File: src/include/srg_pkg.sv
package srg_pkg;
  // Link control write selects
  localparam logic CW_SEL_CTRL1 = 1'h0;
  localparam logic CW_SEL_CTRL2 = 1'h1;
  // Control register 1 and 2 field positions
  localparam int CTRL1_SYNC_RST_BIT = 4;
  localparam int CTRL2_VEC_ALL_BIT = 2;
  localparam int CTRL2_SUB_MODE_BIT = 7;
  // Packet status field positions
  localparam int STAT_VH_BIT = 7;
  localparam int STAT_VOK_BIT = 6;
  localparam int STAT_SUB_BIT = 5;
  // Frame structure and protection defaults
  localparam int FRAME_BLOCKS = 272;
  localparam int BLK_BACK_DEF = 1;
  localparam int BLK_FWD_DEF = 2;
  localparam int FR_BACK_DEF = 2;
  localparam int FR_FWD_DEF = 7;
  // Host APB register offsets
  localparam logic [7:0] HOST_CTRL_OFS = 8'h00;
  localparam logic [7:0] HOST_STAT_OFS = 8'h04;
  localparam logic [7:0] HOST_DATA_OFS = 8'h08;
  localparam logic [7:0] HOST_DROP_OFS = 8'h0C;
  // Host control bits
  localparam int HC_RETUNE_BIT = 0;
  localparam int HC_VEC_ALL_BIT = 1;
  localparam int HC_SUB_MODE_BIT = 2;
  localparam int HC_PURGE_BIT = 3;
  // Reset values
  localparam logic [7:0] CTRL2_RESET = 8'h00;
  localparam logic [31:0] HOST_CTRL_RESET = 32'h0000_0000;

  typedef enum logic [1:0] {
    FR_HUNT = 2'b00,
    FR_LOCK = 2'b01,
    FR_HOLD = 2'b10
  } srg_frame_t;

  typedef enum logic [1:0] {
    HC_IDLE = 2'b00,
    HC_SEND1 = 2'b01,
    HC_SEND2 = 2'b10
  } srg_cmd_t;
endpackage : srg_pkg
File: src/include/srg_link_if.sv
`timescale 1ns/1ps
interface srg_link_if #(
  parameter int DW = 16
) (
  input wire logic clock, // Shared clock
  input wire logic rst_b // Async reset, active low
);
  logic cw_valid; // Host control write strobe
  logic cw_sel; // 0 control 1, 1 control 2
  logic [7:0] cw_data; // Control write value
  logic xfer_req_b; // Transfer request, low active
  logic [DW-1:0] pkt_data; // Packet word
  logic [7:0] pkt_status; // Packet status byte
  logic pkt_ack; // Host took the packet
  logic frame_locked; // Frame sync state
  logic blk_locked; // Block sync state

  modport device (
    input cw_valid, cw_sel, cw_data, pkt_ack,
    output xfer_req_b, pkt_data, pkt_status, frame_locked, blk_locked
  );
  modport host (
    output cw_valid, cw_sel, cw_data, pkt_ack,
    input xfer_req_b, pkt_data, pkt_status, frame_locked, blk_locked
  );
endinterface : srg_link_if

File: src/hw/srg_device.sv
`timescale 1ns/1ps
module srg_device
  import srg_pkg::*;
#(
  parameter int DW = 16,
  parameter int PW = 4,
  parameter logic [PW-1:0] BLK_BACK = PW'(BLK_BACK_DEF),
  parameter logic [PW-1:0] BLK_FWD = PW'(BLK_FWD_DEF),
  parameter logic [PW-1:0] FR_BACK = PW'(FR_BACK_DEF),
  parameter logic [PW-1:0] FR_FWD = PW'(FR_FWD_DEF)
) (
  input wire logic clock, // 20 MHz clock
  input wire logic rst_b, // Async reset, active low
  srg_link_if.device link, // Host side link
  input wire logic blk_tick, // One pulse per block period
  input wire logic blk_bic_ok, // Block code matched on this tick
  input wire logic blk_alt, // Tick came from a shifted timing
  input wire logic frame_mark, // Frame sync word in this block
  input wire logic vpass_done, // Vertical pass finished
  input wire logic h_valid, // Horizontal packet offered
  input wire logic [DW-1:0] h_data, // Horizontal packet word
  output logic h_ready, // Horizontal packet taken
  input wire logic v_valid, // Vertical packet offered
  input wire logic v_ok, // Vertical correction succeeded
  input wire logic [DW-1:0] v_data, // Vertical packet word
  output logic v_ready, // Vertical packet taken
  output logic sync_rst_pulse // Flush pulse to the datapath
);
  localparam logic [8:0] FRAME_LAST = 9'(FRAME_BLOCKS - 1);

  function automatic logic [8:0] frame_step(input logic [8:0] pos);
    frame_step = (pos == FRAME_LAST) ? 9'h000 : pos + 9'h001;
  endfunction : frame_step

  srg_frame_t fstate;
  srg_frame_t next_fstate;
  logic blk_lock;
  logic next_blk_lock;
  logic [8:0] frame_pos;
  logic [8:0] next_frame_pos;
  logic vec_gate;
  logic next_vec_gate;
  logic vec_all_en;
  logic next_vec_all_en;
  logic sub_mode;
  logic next_sub_mode;
  logic sync_rst;
  logic next_sync_rst;
  logic out_valid;
  logic next_out_valid;
  logic [DW-1:0] out_data;
  logic [DW-1:0] next_out_data;
  logic [7:0] out_status;
  logic [7:0] next_out_status;
  logic blk_acq_done;
  logic blk_loss_done;
  logic fr_acq_done;
  logic fr_loss_done;
  logic cw_sync_rst;
  logic frame_lock;
  logic at_frame_head;
  logic fr_check;
  logic v_pass_allowed;

  assign cw_sync_rst = link.cw_valid && link.cw_sel == CW_SEL_CTRL1 &&
                       link.cw_data[CTRL1_SYNC_RST_BIT];
  assign frame_lock = (fstate != FR_HUNT);
  assign at_frame_head = (frame_pos == 9'h000);
  // Frame checks are skipped while block timing sits on a sub-station
  assign fr_check = blk_tick && at_frame_head && fstate == FR_LOCK;

  // Block synchronisation protection
  srg_prot_cnt #(.CW(PW)) u_blk_acq (
    .clock(clock),
    .rst_b(rst_b),
    .clear(cw_sync_rst || blk_lock),
    .hit(blk_tick && blk_bic_ok),
    .miss(blk_tick && !blk_bic_ok),
    .limit(BLK_BACK),
    .reached(blk_acq_done)
  );
  srg_prot_cnt #(.CW(PW)) u_blk_loss (
    .clock(clock),
    .rst_b(rst_b),
    .clear(cw_sync_rst || !blk_lock),
    .hit(blk_tick && !blk_bic_ok),
    .miss(blk_tick && blk_bic_ok),
    .limit(BLK_FWD),
    .reached(blk_loss_done)
  );
  // Frame synchronisation protection
  srg_prot_cnt #(.CW(PW)) u_fr_acq (
    .clock(clock),
    .rst_b(rst_b),
    .clear(cw_sync_rst || fstate != FR_HUNT),
    .hit(blk_tick && at_frame_head && frame_mark),
    .miss(blk_tick && at_frame_head && !frame_mark),
    .limit(FR_BACK),
    .reached(fr_acq_done)
  );
  srg_prot_cnt #(.CW(PW)) u_fr_loss (
    .clock(clock),
    .rst_b(rst_b),
    .clear(cw_sync_rst || fstate != FR_LOCK),
    .hit(fr_check && !frame_mark),
    .miss(fr_check && frame_mark),
    .limit(FR_FWD),
    .reached(fr_loss_done)
  );

  // Control writes and synchronisation state
  always_comb begin
    next_vec_all_en = vec_all_en;
    next_sub_mode = sub_mode;
    next_sync_rst = cw_sync_rst;
    next_blk_lock = blk_lock;
    next_fstate = fstate;
    next_frame_pos = frame_pos;
    next_vec_gate = vec_gate;
    if (link.cw_valid && link.cw_sel == CW_SEL_CTRL2) begin
      next_vec_all_en = link.cw_data[CTRL2_VEC_ALL_BIT];
      next_sub_mode = link.cw_data[CTRL2_SUB_MODE_BIT];
    end
    // Lock only changes through protection counts or reset
    if (blk_acq_done) begin
      next_blk_lock = 1'b1;
    end else if (blk_loss_done) begin
      next_blk_lock = 1'b0;
    end
    if (blk_tick) begin
      next_frame_pos = frame_step(frame_pos);
    end
    case (fstate)
      FR_HUNT: begin
        // A mark off the current phase restarts the count at it
        if (blk_tick && frame_mark && !at_frame_head) begin
          next_frame_pos = 9'h001;
        end
        if (fr_acq_done) begin
          next_fstate = FR_LOCK;
        end
      end
      FR_LOCK: begin
        if (fr_loss_done) begin
          next_fstate = FR_HUNT;
          next_vec_gate = 1'b0;
        end else if (blk_tick && blk_alt && sub_mode) begin
          next_fstate = FR_HOLD;
        end
      end
      FR_HOLD: begin
        // Frame lock rides through the false block timing
        if (blk_tick && !blk_alt) begin
          next_fstate = FR_LOCK;
        end
      end
      default: begin
        next_fstate = FR_HUNT;
      end
    endcase
    if (frame_lock && vpass_done) begin
      next_vec_gate = 1'b1;
    end
    if (cw_sync_rst) begin
      next_blk_lock = 1'b0;
      next_fstate = FR_HUNT;
      next_frame_pos = 9'h000;
      next_vec_gate = 1'b0;
    end
  end

  always_ff @(posedge clock or negedge rst_b) begin
    if (!rst_b) begin
      vec_all_en <= CTRL2_RESET[CTRL2_VEC_ALL_BIT];
      sub_mode <= CTRL2_RESET[CTRL2_SUB_MODE_BIT];
      sync_rst <= 1'b0;
      blk_lock <= 1'b0;
      fstate <= FR_HUNT;
      frame_pos <= 9'h000;
      vec_gate <= 1'b0;
    end else begin
      vec_all_en <= next_vec_all_en;
      sub_mode <= next_sub_mode;
      sync_rst <= next_sync_rst;
      blk_lock <= next_blk_lock;
      fstate <= next_fstate;
      frame_pos <= next_frame_pos;
      vec_gate <= next_vec_gate;
    end
  end

  // Output selection: horizontal first, vertical only behind the gate or while vec_all_en is set
  assign v_pass_allowed = vec_gate || vec_all_en;
  assign h_ready = !out_valid && !cw_sync_rst;
  assign v_ready = !out_valid && !cw_sync_rst && !h_valid &&
                   v_pass_allowed;

  always_comb begin
    next_out_valid = out_valid;
    next_out_data = out_data;
    next_out_status = out_status;
    if (cw_sync_rst) begin
      next_out_valid = 1'b0; // The waiting old station packet is withdrawn from the link
    end else if (out_valid) begin
      if (link.pkt_ack) begin
        next_out_valid = 1'b0;
      end
    end else if (h_valid) begin
      // Sub-station packets leave here in real time
      next_out_valid = 1'b1;
      next_out_data = h_data;
      next_out_status = 8'h00;
      next_out_status[STAT_VH_BIT] = 1'b0;
      next_out_status[STAT_SUB_BIT] = (fstate == FR_HOLD);
    end else if (v_valid && v_pass_allowed) begin
      // Main station data recovered by vertical correction
      next_out_valid = 1'b1;
      next_out_data = v_data;
      next_out_status = 8'h00;
      next_out_status[STAT_VH_BIT] = 1'b1;
      next_out_status[STAT_VOK_BIT] = v_ok;
    end
  end

  always_ff @(posedge clock or negedge rst_b) begin
    if (!rst_b) begin
      out_valid <= 1'b0;
      out_data <= '0;
      out_status <= 8'h00;
    end else begin
      out_valid <= next_out_valid;
      out_data <= next_out_data;
      out_status <= next_out_status;
    end
  end

  assign link.xfer_req_b = !out_valid;
  assign link.pkt_data = out_data;
  assign link.pkt_status = out_status;
  assign link.frame_locked = frame_lock;
  assign link.blk_locked = blk_lock;
  assign sync_rst_pulse = sync_rst;
endmodule : srg_device

File: src/hw/srg_prot_cnt.sv
`timescale 1ns/1ps
module srg_prot_cnt
  import srg_pkg::*;
#(
  parameter int CW = 4
) (
  input wire logic clock, // Clock
  input wire logic rst_b, // Async reset, active low
  input wire logic clear, // Restart the count
  input wire logic hit, // Event to count
  input wire logic miss, // Breaks a run of events
  input wire logic [CW-1:0] limit, // Run length needed
  output logic reached // Run of limit events seen
);
  logic [CW-1:0] cnt;
  logic [CW-1:0] next_cnt;

  always_comb begin
    next_cnt = cnt;
    if (clear || miss) begin
      next_cnt = '0;
    end else if (hit && cnt != limit) begin
      next_cnt = cnt + 1'b1;
    end
  end

  always_ff @(posedge clock or negedge rst_b) begin
    if (!rst_b) begin
      cnt <= '0;
    end else begin
      cnt <= next_cnt;
    end
  end

  assign reached = hit && !clear && (cnt + 1'b1 >= limit);
endmodule : srg_prot_cnt

File: src/flat_wrapper.sv
// flat-port wrapper written by rule: the top's interface ports become plain ports
module srg_device_flat import srg_pkg::*;
#(
  parameter int DW = 16,
  parameter int PW = 4,
  parameter logic [PW-1:0] BLK_BACK = PW'(BLK_BACK_DEF),
  parameter logic [PW-1:0] BLK_FWD = PW'(BLK_FWD_DEF),
  parameter logic [PW-1:0] FR_BACK = PW'(FR_BACK_DEF),
  parameter logic [PW-1:0] FR_FWD = PW'(FR_FWD_DEF)
)
  (clock, rst_b, blk_tick, blk_bic_ok, blk_alt, frame_mark, vpass_done, h_valid, h_data, h_ready, v_valid, v_ok, v_data, v_ready, sync_rst_pulse, link_cw_valid, link_cw_sel, link_cw_data, link_pkt_ack, link_xfer_req_b, link_pkt_data, link_pkt_status, link_frame_locked, link_blk_locked);
  srg_link_if #(.DW(DW)) link_i (.clock(clock), .rst_b(rst_b));
  input wire logic clock;
  input wire logic rst_b;
  input wire logic blk_tick;
  input wire logic blk_bic_ok;
  input wire logic blk_alt;
  input wire logic frame_mark;
  input wire logic vpass_done;
  input wire logic h_valid;
  input wire logic [DW-1:0] h_data;
  output logic h_ready;
  input wire logic v_valid;
  input wire logic v_ok;
  input wire logic [DW-1:0] v_data;
  output logic v_ready;
  output logic sync_rst_pulse;
  input wire logic [$bits(link_i.cw_valid)-1:0] link_cw_valid;
  input wire logic [$bits(link_i.cw_sel)-1:0] link_cw_sel;
  input wire logic [$bits(link_i.cw_data)-1:0] link_cw_data;
  input wire logic [$bits(link_i.pkt_ack)-1:0] link_pkt_ack;
  output wire logic [$bits(link_i.xfer_req_b)-1:0] link_xfer_req_b;
  output wire logic [$bits(link_i.pkt_data)-1:0] link_pkt_data;
  output wire logic [$bits(link_i.pkt_status)-1:0] link_pkt_status;
  output wire logic [$bits(link_i.frame_locked)-1:0] link_frame_locked;
  output wire logic [$bits(link_i.blk_locked)-1:0] link_blk_locked;
  assign link_i.cw_valid = link_cw_valid;
  assign link_i.cw_sel = link_cw_sel;
  assign link_i.cw_data = link_cw_data;
  assign link_i.pkt_ack = link_pkt_ack;
  assign link_xfer_req_b = link_i.xfer_req_b;
  assign link_pkt_data = link_i.pkt_data;
  assign link_pkt_status = link_i.pkt_status;
  assign link_frame_locked = link_i.frame_locked;
  assign link_blk_locked = link_i.blk_locked;
  srg_device #(.DW(DW), .PW(PW), .BLK_BACK(BLK_BACK), .BLK_FWD(BLK_FWD), .FR_BACK(FR_BACK), .FR_FWD(FR_FWD)) u_core (.clock(clock), .rst_b(rst_b), .link(link_i), .blk_tick(blk_tick), .blk_bic_ok(blk_bic_ok), .blk_alt(blk_alt), .frame_mark(frame_mark), .vpass_done(vpass_done), .h_valid(h_valid), .h_data(h_data), .h_ready(h_ready), .v_valid(v_valid), .v_ok(v_ok), .v_data(v_data), .v_ready(v_ready), .sync_rst_pulse(sync_rst_pulse));
endmodule
File: config.mk
export PLATFORM = sky130hd
export DESIGN_NAME = srg_device_flat
export DESIGN_NICKNAME = d
export VERILOG_FILES = /design/src/include/srg_pkg.sv /design/src/include/srg_link_if.sv /design/src/hw/srg_device.sv /design/src/hw/srg_prot_cnt.sv /design/src/flat_wrapper.sv
export SDC_FILE = /design/constraint.sdc
export NUM_CORES = 1
export LEC_CHECK = 0
export BUFFER_PORTS_ARGS = -buffer_cell sky130_fd_sc_hd__buf_2
export CORE_MARGIN = 2
export CORE_UTILIZATION = 53
export DETAILED_ROUTE_END_ITERATION = 8
export HOLD_SLACK_MARGIN = 0.08
export PLACE_DENSITY = 0.88
export SLEW_MARGIN = 20
export SYNTH_ARGS = -nofsm -noshare
export SYNTH_HDL_FRONTEND = slang
export SYNTH_SLANG_ARGS = --single-unit
File: constraint.sdc
create_clock -name clock -period 2.2 [get_ports clock]
set_input_delay 0.11 -clock clock [delete_from_list [all_inputs] [get_ports clock]]
set_output_delay 0.11 -clock clock [all_outputs]
set_load 0.005 [all_outputs]
==> summary.md <==
| Metric | Value |
|---|---|
| DP HPWL | between 4000 and 5000 µm |
| Setup tns final | 0 ns |
| Core box area | 5510 µm² |
| Yosys cell types | 56 |
| Fin crit share | 87.4% |
| R2R Path End | u_core.frame_pos[7] |
| Worst Setup EP | u_core.frame_pos[7] |
| Placer congestion estimate | just under 0.9 |
| H-tree levels | 2 |
| Netlist Area Pre-Place | ~3000 µm² |
| Vias per inst | 5.52 |
| Area delta synth->final | 18.9% |
| Post-CTS Setup Inserts | 0 |
| Async set-reset flop share out of synthesis | 100% |
| Tmin final | 1.92 ns |
| Slew Limit Fails | 0 |
| Clk buf depth | 2 |
| Die height | slightly below 80 µm |
| Mean routed wirelength per cell | 14.8 µm |
| Syn Inst Count | 315 |
| Reg2reg start | u_core.frame_pos[0] |
| First-pass detailed-route iteration total | 5 |
| Residual DRC | 0 |
| Share of layout cells above drive strength 1 | 26.4% |
| DRT iter0 DRCs | 242 |
| EDFF count, synth | 0 |
| DRT antenna net count | 0 |
| CP Data Required Time | about 2.4 ns |
| Crit path launch | u_core.frame_pos[0] |
| CTS tree | built |
| FILL cells | 427 |
| Sequential element share of the synthesized area | 43.2% |
| Max VDD drop | 571 µV |
| Initial antenna violation count | 0 |
| Hold Crit Start | v_data[8] |
| Num CTS Buffers | 5 |
| Die footprint | roughly 6300 µm² |
| Synth Register Bits | 52 |
| CP arrival | 2.16 ns |
| Synth warn | 0 |
| Die Width | 79.4 µm |
| Reg2Reg Depth | 6 |
| Diodes inserted | 0 |
| Largest net degree at the start of global routing | 53 |
| Num ports | 83 |
| Relative slew slack | about 51% |
| Unrepaired setup endpoints after global routing | no |
| Nets | 455 |
| Highest cell delay on the worst timing path | 0.56 ns |
| Status | finished, final reports clean |
| FP Rows | 27 |
| PortBufs | 72 |
| Detailed Route WL | 6860 µm |
| P_leak | approximately 1.7 nW |
| Syn avg cell area | between 9 and 10 µm² |
| Initial Utilization | 54.6% |
| Setup crit end kind | flop |
| Worst Max-Slew Pin Slew | 0.731 ns |
| FF-to-FF setup slack | 0.28 ns |
| Sink Count | 52 |
| Routed vias | approximately 2600 |
| Final number of hold-violating endpoints | 0 |
| Hold Crit Class | in -> reg |
| Crit-path max FO | 8 |
| Total Power | 3.04 mW |
| Global Route Usage Sum | 21.5% |
| # Max-Cap Violations | 0 |
| Global-route wire length before repair | 10800 µm |
| Startpoint types | flop |
| Worst-Skew Late Latency | about 0.31 ns |
| # resized after CTS | 0 |
| Top_reg_cell synth | dfrtp_1 |
| Pwr/cell area | 849 nW/µm² |
| Setup Viol. Count Final | 0 |
| Remaining global-route overflow | 0 |
| Max frequency | 520 MHz |
| Kind of critical path | reg -> reg |
| Worst clock skew | 0.0111 ns |
| Worst-path cell chain | inv_1 > ha_1 > nor4b_2 > a211oi_1 > or3b_1 > nor2_2 |
| Clock slew at reported path FFs | around 0.1 ns |
| Root Buffer | clkbuf_8 |
| Crit-path slowest cell | or3b_1 |
| Vias in the first global route | 2414 |
-- cell type report --
class                   count  area (µm²)  area share (%)
flip-flops and latches     52        1300            36.4
well taps                  72        90.1            2.52
clock buffers               6        72.6            2.03
repair buffers             81         448            12.5
inverters                  17        63.8            1.78
multi-input cells         232        1560            43.7
clock inverters             2        38.8            1.08
-- layout by cell type (no fill, tap or decap), types with 5 or more instances in the layout --
cell type  instances
nor2_1            34
clkbuf_8           5
a31oi_1            5
nand4_1            6
nand2_1           17
a21oi_1           25
o21ai_0            9
mux2i_1           19
conb_1             5
buf_4              5
ha_1              13
nand3_1            7
nor2_2             8
buf_2             72
dfrtp_1           52
xnor2_1            7
xor2_1             9
inv_1             17
-- kinds of logic after synthesis --
| kind of cell | share of synthesized area [%] |
|---|---|
| AOI/OAI and AO/OA | 14.6 |
| xor gates and xnor gates | 4.66 |
| adders and majority gates | 5.41 |
| buffers and inverters | 5.53 |
| DFF | 43.2 |
| muxes | 7.07 |
| other | 0.125 |
| and+or+nand+nor | 19.4 |
-- report_power, final --
group	total (mW)	leakage (nW)	switching [mW]	internal, mW
logic	1.01	0.975	0.549	0.459
registers	1.36	0.659	0.181	1.18
clock network	0.663	0.0558	0.319	0.344
total	3.04	1.69	1.05	1.99
-- worst max-delay path, delay by kind of cell, from the launching register on --
family / cells / cell delay [ns]
AOI/OAI and AO/OA: 1 / 0.16
adders and majority gates: 1 / 0.13
buffers and inverters: 1 / 0.07
DFF: 1 / 0.43
and+or+nand+nor: 3 / 1.07
-- metrics by stage --
stage / hold WS (ns) / area (µm²) / util, % / setup WS (ns) / instances
floorplan: -0.186 / 3020 / - / 0.520 / 319
global placement: 0.264 / 3440 / 62.4 / 0.380 / 451
detailed placement: 0.262 / 3440 / 62.4 / 0.308 / 451
CTS: 0.0930 / 3580 / 65.0 / 0.280 / 462
global route: 0.103 / 3580 / 65.0 / 0.147 / 462
finish: 0.0911 / 3580 / 65.0 / 0.277 / 462
-- synth_stat cells, drive strengths merged (3+ instances only) --
cell	count	area, µm²
nor4	4	46.3
nand4	6	37.5
xor2	9	78.8
nor2	42	178
mux2i	19	190
buf	14	87.6
a31oi	5	31.3
o21ai	13	65.1
a32o	3	30.0
nand3	7	35.0
nand2	17	63.8
o21a	3	22.5
dfrtp	52	1300
ha	13	163
a22oi	3	22.5
and2	3	18.8
xnor2	7	61.3
nand2b	3	18.8
a211oi	3	27.5
nor3	5	30.0
nor2b	4	25.0
a21oi	25	125
o211ai	3	22.5
clkbuf	4	15.0
or3	4	25.0
inv	17	63.8
-- registers in the layout, indices dropped and copies added, names as in the netlist --
register and flops:
u_core.u_blk_acq.cnt 4, u_core.u_blk_loss.cnt 4, u_core.vec_gate 1, u_core.sub_mode 1, u_core.out_valid 1, u_core.frame_pos 9, u_core.sync_rst_pulse 1, u_core.link.pkt_status 3
u_core.fstate 2, u_core.link.pkt_data 16, u_core.vec_all_en 1, u_core.u_fr_loss.cnt 4, u_core.link.blk_locked 1, u_core.u_fr_acq.cnt 4
-- worst min path at each step --
stage,to,cells after the start,slack [ns]
after floorplan,u_core.frame_pos[0],0,-0.19
after global placement,u_core.link.pkt_data[6],2,0.26
after detailed placement,u_core.link.pkt_data[6],2,0.26
after CTS,u_core.link.pkt_data[8],3,0.09
after global routing,u_core.out_valid,3,0.10
final,u_core.link.pkt_data[8],3,0.09
-- routing by layer --
metal  up-vias  GRT usage [%]  share of wire (%)
li1       1245              -                  -
met1      1200           26.8                 41
met2        91           38.2                 52
met3        15           3.18                4.6
met4         0           7.24                2.2
met5         -              0                  0
-- what timing repair did --
action / 4_1_cts / 5_1_grt
endpoints found under the hold margin: 54 / 0
hold buffers: 3 / 0
setup endpoints to repair: 0 / 0
No activity file was read; power rests on OpenSTA's default activity.
